===== src/cser_defines.vh =====
// constants for the clock event register block: offsets, field positions, reset values
// assumes inclusion by bare name from the design files of this folder
`ifndef CSER_DEFINES_VH
`define CSER_DEFINES_VH
`define CSER_EVENT_OFFSET 12'h008
`define CSER_EVENT_RESET 32'h0000_0000
`define CSER_FLAG_LSB 0
`define CSER_STUCK_FLAG_BIT 7
`define CSER_ENABLE_LSB 8
`define CSER_CLEAR_LSB 16
`define CSER_STUCK_CLEAR_BIT 23
`define CSER_NUM_SOURCES 7
`define CSER_RESP_OKAY 2'b00
`define CSER_RESP_SLVERR 2'b10
`endif


===== src/cser_flag_cell.v =====
// one sticky event flag with gated set and write-one clear
// assumes set and clear are synchronous to clk
module cser_flag_cell (
    input wire clk,
    input wire sys_rst,
    input wire clk_en,
    input wire set_cond,
    input wire clear_req,
    output reg flag
);
    // set wins over a clear landing in the same cycle, so no event is lost
    always @(posedge clk or posedge sys_rst) begin
        if (sys_rst) begin
            flag <= 1'b0;
        end else if (clk_en) begin
            if (set_cond) begin
                flag <= 1'b1;
            end else if (clear_req) begin
                flag <= 1'b0;
            end
        end
    end
endmodule // cser_flag_cell


===== src/cser_event_reg.v =====
// clock event register: flags, enables and write-one clears behind an axi4-lite slave
// assumes status inputs synchronous to clk; bus single-beat, one write and one read at a time
// assumes clk_en stays high while a bus transfer is under way, since the readies do not look at it
// assumes a twelve-bit byte address; only the word at the event offset is mapped
`include "cser_defines.vh"
module cser_event_reg #(
    parameter ADDR_W = 12,
    parameter NSRC = `CSER_NUM_SOURCES
) (
    input wire clk,
    input wire sys_rst,
    input wire clk_en,
    input wire [NSRC-1:0] source_stable,
    input wire fast_crystal_stuck,
    output wire clock_irq,
    input wire [ADDR_W-1:0] s_axi_awaddr,
    input wire [2:0] s_axi_awprot,
    input wire s_axi_awvalid,
    output wire s_axi_awready,
    input wire [31:0] s_axi_wdata,
    input wire [3:0] s_axi_wstrb,
    input wire s_axi_wvalid,
    output wire s_axi_wready,
    output reg [1:0] s_axi_bresp,
    output reg s_axi_bvalid,
    input wire s_axi_bready,
    input wire [ADDR_W-1:0] s_axi_araddr,
    input wire [2:0] s_axi_arprot,
    input wire s_axi_arvalid,
    output wire s_axi_arready,
    output reg [31:0] s_axi_rdata,
    output reg [1:0] s_axi_rresp,
    output reg s_axi_rvalid,
    input wire s_axi_rready
);
    reg aw_held;
    reg [ADDR_W-1:0] aw_addr;
    reg w_held;
    reg [31:0] w_data;
    reg [3:0] w_strb;
    reg [NSRC-1:0] stable_enable;
    wire [NSRC-1:0] stable_flag;
    wire stuck_crystal_flag;
    wire wr_fire;
    wire wr_hit;
    wire [NSRC-1:0] stable_clear;
    wire stuck_crystal_clear;
    wire [31:0] reg_view;
    wire rd_hit;
    wire enable_lane;
    wire clear_lane;
    wire [NSRC-1:0] stable_set;

    // word decode used by both read and write paths
    function hit;
        input [ADDR_W-1:0] a;
        begin
            hit = ({a[ADDR_W-1:2], 2'b00} == `CSER_EVENT_OFFSET);
        end
    endfunction

    // write address and data are each taken once and held until the response is raised; their readies stay low until it leaves
    assign s_axi_awready = ~aw_held & ~s_axi_bvalid;
    assign s_axi_wready = ~w_held & ~s_axi_bvalid;
    assign s_axi_arready = ~s_axi_rvalid;
    assign wr_fire = aw_held & w_held & ~s_axi_bvalid;
    assign wr_hit = wr_fire & hit(aw_addr);
    assign rd_hit = hit(s_axi_araddr);

    // write channel capture, either order
    always @(posedge clk or posedge sys_rst) begin
        if (sys_rst) begin
            aw_held <= 1'b0;
            aw_addr <= {ADDR_W{1'b0}};
            w_held <= 1'b0;
            w_data <= 32'h0000_0000;
            w_strb <= 4'h0;
        end else if (clk_en) begin
            if (s_axi_awvalid & s_axi_awready) begin
                aw_held <= 1'b1;
                aw_addr <= s_axi_awaddr;
            end else if (wr_fire) begin
                aw_held <= 1'b0;
            end
            if (s_axi_wvalid & s_axi_wready) begin
                w_held <= 1'b1;
                w_data <= s_axi_wdata;
                w_strb <= s_axi_wstrb;
            end else if (wr_fire) begin
                w_held <= 1'b0;
            end
        end
    end

    // write response; unmapped word gets slverr and no effect
    always @(posedge clk or posedge sys_rst) begin
        if (sys_rst) begin
            s_axi_bvalid <= 1'b0;
            s_axi_bresp <= `CSER_RESP_OKAY;
        end else if (clk_en) begin
            if (wr_fire) begin
                s_axi_bvalid <= 1'b1;
                s_axi_bresp <= hit(aw_addr) ? `CSER_RESP_OKAY : `CSER_RESP_SLVERR;
            end else if (s_axi_bready) begin
                s_axi_bvalid <= 1'b0;
            end
        end
    end

    // byte lane 1 carries the enables, byte lane 2 the write-one clears
    assign enable_lane = wr_hit & w_strb[1];
    assign clear_lane = wr_hit & w_strb[2];

    // enables are plain read-write in byte lane 1; bit 15 is not stored
    always @(posedge clk or posedge sys_rst) begin
        if (sys_rst) begin
            stable_enable <= {NSRC{1'b0}};
        end else if (clk_en) begin
            if (enable_lane) begin
                stable_enable <= w_data[`CSER_ENABLE_LSB +: NSRC];
            end
        end
    end

    // clear strobes are one-cycle pulses; a zero bit leaves its flag alone
    wire aux_pll_b_stable_clear = clear_lane & w_data[`CSER_CLEAR_LSB + 6];
    wire aux_pll_a_stable_clear = clear_lane & w_data[`CSER_CLEAR_LSB + 5];
    wire main_pll_stable_clear = clear_lane & w_data[`CSER_CLEAR_LSB + 4];
    wire fast_crystal_stable_clear = clear_lane & w_data[`CSER_CLEAR_LSB + 3];
    wire fast_rc_stable_clear = clear_lane & w_data[`CSER_CLEAR_LSB + 2];
    wire slow_crystal_stable_clear = clear_lane & w_data[`CSER_CLEAR_LSB + 1];
    wire slow_rc_stable_clear = clear_lane & w_data[`CSER_CLEAR_LSB + 0];
    assign stable_clear = {aux_pll_b_stable_clear, aux_pll_a_stable_clear, main_pll_stable_clear,
        fast_crystal_stable_clear, fast_rc_stable_clear, slow_crystal_stable_clear, slow_rc_stable_clear};
    assign stuck_crystal_clear = clear_lane & w_data[`CSER_STUCK_CLEAR_BIT];

    // a source can only raise its flag while its enable is one
    assign stable_set = source_stable & stable_enable;

    // stabilization flags gated by their enables
    genvar i;
    generate
        for (i = 0; i < NSRC; i = i + 1) begin : g_src
            cser_flag_cell u_flag (
                .clk(clk),
                .sys_rst(sys_rst),
                .clk_en(clk_en),
                .set_cond(stable_set[i]),
                .clear_req(stable_clear[i]),
                .flag(stable_flag[i])
            );
        end
    endgenerate

    // stuck detection has no enable of its own
    cser_flag_cell u_stuck (
        .clk(clk),
        .sys_rst(sys_rst),
        .clk_en(clk_en),
        .set_cond(fast_crystal_stuck),
        .clear_req(stuck_crystal_clear),
        .flag(stuck_crystal_flag)
    );

    // named enable views; the read word layout is fixed at seven sources
    wire aux_pll_b_stable_enable = stable_enable[6];
    wire aux_pll_a_stable_enable = stable_enable[5];
    wire main_pll_stable_enable = stable_enable[4];
    wire fast_crystal_stable_enable = stable_enable[3];
    wire fast_rc_stable_enable = stable_enable[2];
    wire slow_crystal_stable_enable = stable_enable[1];
    wire slow_rc_stable_enable = stable_enable[0];

    // named flag views, same source order as the enables
    wire aux_pll_b_stable_flag = stable_flag[6];
    wire aux_pll_a_stable_flag = stable_flag[5];
    wire main_pll_stable_flag = stable_flag[4];
    wire fast_crystal_stable_flag = stable_flag[3];
    wire fast_rc_stable_flag = stable_flag[2];
    wire slow_crystal_stable_flag = stable_flag[1];
    wire slow_rc_stable_flag = stable_flag[0];

    // clear bits, bit 15 and 31:24 read zero; software must write zero there
    assign reg_view = {
        8'h00, // bits 31:24 have no function
        8'h00, // write-one clears always read back zero
        1'b0, // bit 15
        aux_pll_b_stable_enable,
        aux_pll_a_stable_enable,
        main_pll_stable_enable,
        fast_crystal_stable_enable,
        fast_rc_stable_enable,
        slow_crystal_stable_enable,
        slow_rc_stable_enable,
        stuck_crystal_flag,
        aux_pll_b_stable_flag,
        aux_pll_a_stable_flag,
        main_pll_stable_flag,
        fast_crystal_stable_flag,
        fast_rc_stable_flag,
        slow_crystal_stable_flag,
        slow_rc_stable_flag
    };

    // read path, one wait-free cycle after address acceptance
    always @(posedge clk or posedge sys_rst) begin
        if (sys_rst) begin
            s_axi_rvalid <= 1'b0;
            s_axi_rdata <= `CSER_EVENT_RESET;
            s_axi_rresp <= `CSER_RESP_OKAY;
        end else if (clk_en) begin
            if (s_axi_arvalid & s_axi_arready) begin
                s_axi_rvalid <= 1'b1;
                s_axi_rdata <= rd_hit ? reg_view : 32'h0000_0000;
                s_axi_rresp <= rd_hit ? `CSER_RESP_OKAY : `CSER_RESP_SLVERR;
            end else if (s_axi_rready) begin
                s_axi_rvalid <= 1'b0;
            end
        end
    end

    // combined request follows the eight flags directly
    assign clock_irq = stuck_crystal_flag | (|stable_flag);
endmodule // cser_event_reg


===== config.mk =====
export PLATFORM = sky130hd
export DESIGN_NAME = cser_event_reg
export DESIGN_NICKNAME = d
export VERILOG_FILES = /design/src/cser_flag_cell.v /design/src/cser_event_reg.v
export VERILOG_INCLUDE_DIRS = /design/src
export SDC_FILE = /design/constraint.sdc
export NUM_CORES = 1
export LEC_CHECK = 0
export BUFFER_PORTS_ARGS = -buffer_cell sky130_fd_sc_hd__buf_2
export CORE_MARGIN = 2
export CORE_UTILIZATION = 45
export CTS_CLUSTER_SIZE = 30
export DETAILED_ROUTE_END_ITERATION = 16
export HOLD_SLACK_MARGIN = 0.12
export PLACE_DENSITY_LB_ADDON = 0.15
export SLEW_MARGIN = 20
export SYNTH_ARGS = -nofsm -noshare
export SYNTH_HDL_FRONTEND = slang
export SYNTH_HIERARCHICAL = 1
export SYNTH_SLANG_ARGS = --single-unit

===== constraint.sdc =====
create_clock -name clk -period 3.9 [get_ports clk]
set_input_delay 0.39 -clock clk [delete_from_list [all_inputs] [get_ports clk]]
set_output_delay 0.39 -clock clk [all_outputs]
set_load 0.005 [all_outputs]

# == Word level (Yosys, flattened, before mapping) ==
# Cells that the tools add are included.
# op_classes
eq_ne,2
muxes,26
bitwise_logic,24
n_reduce_logical,30
# op_table
op,count
$reduce_and A2 Y1,17
$reduce_bool A2 Y1,12
$mux W1,23
$eq A10 B2 Y1 const B,2
$and A1 B1 Y1,18
$mux W15,1
$and A7 B7 Y7,1
$reduce_or A7 Y1,1
$mux W2,2
$not A1 Y1,4
$or A1 B1 Y1,1
# word_totals
reg_bits,94
inputBits,82
output_inout_bits,42
wordCells,101

# == Logic depth before layout (Yosys ltp) ==
# depth
word_depth,7
ltp_mapped,5
depth_no_buf,5

# == Modules after synthesis ==
# The synthesis kept the hierarchy.
# by_module_without_submodules
module,instances,cells_per_inst,area_each_um2,seq_area_each_um2
cser_event_reg,1,212,2477.4,1376.3
cser_flag_cell,8,4,41.3,25.0

# == Worst setup path after synthesis ==
# OpenSTA, ideal clock, no wires.
# synth_timing
kind,flip-flop to flip-flop
start,register aw_addr[11]
end,register stable_enable[0]
setup_time_ps,125
t_arrival_ps,1838
t_required_ps,3775
slack_ps,1937
stages_incl_launch_ff,5
n_path_buf,1
period_less_slack_ps,1963
cell_sequence,dfrtp_1 or4_4 or4_4 buf_6 mux2_4
# synth_via
elab_chain_cells,4
# synth_lines
item,line_no,rtl
"start, declared",cser_event_reg.v:37,reg [ADDR_W-1:0] aw_addr;
"start signal, assigned",cser_event_reg.v:74,aw_addr <= {ADDR_W{1'b0}};
"start signal, assigned",cser_event_reg.v:81,aw_addr <= s_axi_awaddr;
$eq A10 B2 Y1 (no source line),n/a,
$and A1 B1 Y1,cser_event_reg.v:67,assign wr_hit = wr_fire & hit(aw_addr);
$and A1 B1 Y1,cser_event_reg.v:111,assign enable_lane = wr_hit & w_strb[1];
$reduce_and A2 Y1 (no source line),n/a,
"end signal, assigned",cser_event_reg.v:117,stable_enable <= {NSRC{1'b0}};
"end signal, assigned",cser_event_reg.v:120,stable_enable <= w_data[`CSER_ENABLE_LSB +: NSRC];
"end, declared",cser_event_reg.v:41,reg [NSRC-1:0] stable_enable;
# No other way between the ends.
# A chain may end at the register's enable or synchronous reset.

# == Worst setup path after layout ==
# layout_timing
start,register aw_addr[11]
end,register g_src[1].u_flag.flag
# layout_via
elab_chain_cells,6
# layout_lines
item,line_no,rtl
$eq A10 B2 Y1 (no source line),n/a,
$and A1 B1 Y1,cser_event_reg.v:67,
$and A1 B1 Y1,cser_event_reg.v:112,assign clear_lane = wr_hit & w_strb[2];
$and A1 B1 Y1,cser_event_reg.v:131,wire slow_crystal_stable_clear = clear_lane & w_data[`CSER_CLEAR_LSB + 1];
named net slow_crystal_stable_clear,cser_event_reg.v:131,
$reduce_bool A2 Y1 (no source line),n/a,
$reduce_and A2 Y1 (no source line),n/a,
"end signal, assigned",cser_flag_cell.v:14,flag <= 1'b0;
"end signal, assigned",cser_flag_cell.v:17,flag <= 1'b1;
"end signal, assigned",cser_flag_cell.v:19,flag <= 1'b0;
"end, declared",cser_flag_cell.v:9,output reg flag
# The timed path passes the listed nets, and every way through them passes these cells.

==> flow_metrics.py <==
metrics = {
    "synth": {
        "synth_area_leaders": "dfrtp_1, mux2_2, nand2_1",
        "synth-simple-area-share_pct": 15.06,
        "synth_adder_area_share_pct": 0,
        "synth_top_family_by_area": "simple AND/OR/NAND/NOR gates",
        "synth_edf_count": 0,
        "ys_warn_count": 6,
        "yosysSeqAreaShare_pct": 56.15,
        "yosys_most_used_dff": "dfrtp_1",
        "netlist_area_um2": 2808,
        "ys_ff_latch": 63,
        "synthXorXnorAreaFrac_pct": 0,
        "async_reset_ff_share_pct": 100.0,
        "muxShareOfSynthArea_pct": 14.97,
        "synth_cell_types": 27,
        "synth.most_common_cell": "dfrtp_1",
        "yosysTopAreaCellShare_pct": 56.15,
        "synth_commonest_cells": "dfrtp_1, nand2_1, mux2_2, buf_4, o21ai_0",
        "synth.avg_cell_area_um2": 11.51,
        "syn_inst": 244,
        "yosysTopAreaCell": "dfrtp_1",
        "synth-compound-area-share_pct": 5.882,
    },
    "worst_hold_path": {
        "hold_class": "in -> reg",
    },
    "grt": {
        "grt_pass1_wl_um": 9156,
        "grt_max_degree": 34,
        "grt_usage_pct": 16.60,
        "grtUsageMet2_pct": 25.73,
        "gr-total-overflow": 0,
        "grt_busiest_layer": "met2",
        "use_met1_pct": 22.24,
        "met3_usage_pct": 4.374,
        "antenna_found_initial": 0,
        "first_global_vias": 1906,
    },
    "route": {
        "postRouteAntennaNets": 0,
        "drt_iter0_drc": 71,
        "drc": 0,
        "totalWireLength_um": 5389,
        "routed_via_density": 4.856,
        "vias": 1952,
        "drt_pre_antenna_iters": 4,
        "post_drt_wl_per_cell_um": 13.41,
    },
    "timing": {
        "fmax_mhz": 467.2,
        "relSlewSlack_pct": 51.50,
        "setup_violations": 0,
        "setup_ws_ns": 1.760,
        "rsz0062_at_grt": "false",
        "final-max-slew-violation-count": 0,
        "fin_crit_ns": 2.141,
        "tightest_slew_ns": 0.7264,
        "setup-tns-final_ns": 0,
        "fin_crit_sh_pct": 54.88,
        "fin_skew_ns": 0.008614,
        "finalHoldViolCount": 0,
    },
    "placement": {
        "place_ws_ns": 1.400,
        "place_hpwl_um": 4001,
        "placed_area_um2": 3208,
        "gp_congestion": 0.7669,
        "io_buffers": 75,
    },
    "worst_setup_path": {
        "crit_required_ns": 4.11,
        "critPathTopFamily": "simple AND/OR/NAND/NOR gates",
        "path_class": "reg -> reg",
        "cp.arrival_ns": 2.35,
        "critPathMaxStageDelay_ns": 0.63,
        "start_kind": "register",
        "crit_path_end_kind": "register",
        "crit_fanout": 8,
        "slowest_stage": "nor4_2",
        "crit_chain": "or4_4, nor4_2, and2_1, nand2_1, a22o_1",
        "cp_num_buf_inv": 0,
    },
    "clock_network": {
        "cts_tree": "built",
        "htreeDepth": 3,
        "clockBufferDepth": 2,
        "path_clk_slew_ns": 0.07,
        "clk_latency_ns": 0.32,
        "cts_sinks": 63,
        "ctsResizeCount": 0,
        "cts_root_buffer": "clkbuf_8",
        "cts-buffers-inserted": 9,
        "post-cts-setup-buffers": 0,
    },
    "layout": {
        "layout.nets": 406,
        "antennaDiodeCount": 0,
        "drive_above_1_share_pct": 40.06,
        "synthToLayoutAreaGrowth_pct": 21.21,
        "fin_area_um2": 3403,
        "utilization_pct": 56.81,
    },
    "pwr": {
        "p_leak_nw": 1.706,
        "ir_drop_mv": 0.3237,
        "powerDensity_nw_per_um2": 543.8,
    },
    "floorplanning": {
        "die_h_um": 82.99,
        "start_util_pct": 46.87,
        "row_count": 28,
        "core-area_um2": 5991,
        "die_w_um": 82.99,
        "ios": 124,
        "die_area_um2": 6887,
    },
    "status": {
        "status": "finished clean",
    },
    "flow_run": {
        "cap_violations": 0,
    },
}
[worst register-to-register path: stages, from the launching register on]
cell and delay, ns:
dfrtp_1 0.37, or4_4 0.56, nor4_2 0.63, and2_1 0.23
nand2_1 0.05, a22o_1 0.19
[sequential cells by signal, summed over array words and instances (netlist names)]
name               count
aw_addr               10
s_axi_rdata           15
aw_held                1
w_data                15
w_strb                 2
s_axi_rvalid           1
s_axi_rresp            1
w_held                 1
stable_enable          7
g_src.u_flag/flag      7
u_stuck/flag           1
s_axi_bvalid           1
s_axi_bresp            1
[where the power goes]
group | leakage [nW] | internal [W] | switching, W
Sequential | 0.803 | 0.000835 | 0.000121
Combinational | 0.814 | 0.000227 | 0.000138
Clock | 0.0896 | 0.000307 | 0.000223
Total | 1.71 | 0.00137 | 0.000483
[final timing paths]
kind | from | end | slack, ns | cells past startpoint
worst min register to register | s_axi_rdata[12] | s_axi_rdata[12] | 0.47 | 2
worst max register to register | aw_addr[11] | g_src[1].u_flag/flag | 1.76 | 5
worst min-delay path | fast_crystal_stuck | u_stuck/flag | 0.29 | 2
max in group asynchronous | sys_rst | w_held | 2.32 | 4
worst max-delay path | aw_addr[11] | g_src[1].u_flag/flag | 1.76 | 5
min in group asynchronous | sys_rst | g_src[0].u_flag/flag | 0.53 | 3
[cells by family after synthesis]
group | after synthesis
muxes | 35
and+or+nand+nor | 82
buffers and inverters | 37
DFF | 63
AOI/OAI and AO/OA | 26
other | 1
[layout by cell type (no fill, tap or decap)]
cell	n
inv_2	1
or3b_2	1
buf_2	75
inv_1	9
clkbuf_1	3
and3b_1	1
nor4bb_4	2
or2_2	1
nor4b_1	1
a22o_1	8
mux2_4	7
dlygate4sd3_1	1
dfrtp_1	63
mux2_2	28
bufinv_16	1
or4_4	2
nor2_1	3
nor4_1	3
nand3b_1	1
or4b_1	1
nand2_1	46
nand3_1	1
buf_4	2
nor4_2	1
clkbuf_8	10
o21ai_0	16
nand4b_1	2
a21o_1	2
and2_1	15
nor3_1	1
conb_1	19
[what timing repair did]
item                                    in CTS  in global routing
endpoints found under the hold margin        8                  0
endpoints found under the setup margin       0                  0
hold buffers                                 1                  0
[through the flow]
| step | hold WS, ns | std cells | power, W |
|---|---|---|---|
| floorplan | 0.1187 | 262 | 0.001205 |
| global placement | 0.3208 | 387 | 0.001308 |
| detailed placement | 0.3157 | 387 | 0.001335 |
| CTS | 0.2733 | 402 | 0.001870 |
| global route | 0.2796 | 402 | 0.001959 |
| finish | 0.2875 | 402 | 0.001851 |
[area by class of cell]
| class | count | area [um^2] |
|---|---|---|
| Fill cell | 550 | 2587 |
| Sequential cell | 63 | 1577 |
| Multi-Input combinational cell | 162 | 1116 |
| Timing Repair Buffer | 78 | 400.4 |
| Clock buffer | 13 | 148.9 |
| Tap cell | 75 | 93.84 |
| Inverter | 10 | 37.54 |
| Clock inverter | 1 | 30.03 |
[layer usage]
layer  vias to the layer above  wire length [um]
met4                         0                61
met2                        64              2517
met3                         7               336
met5                         -                 0
li1                        947                 -
met1                       934              2473
Power figures use the tool's default switching activity.
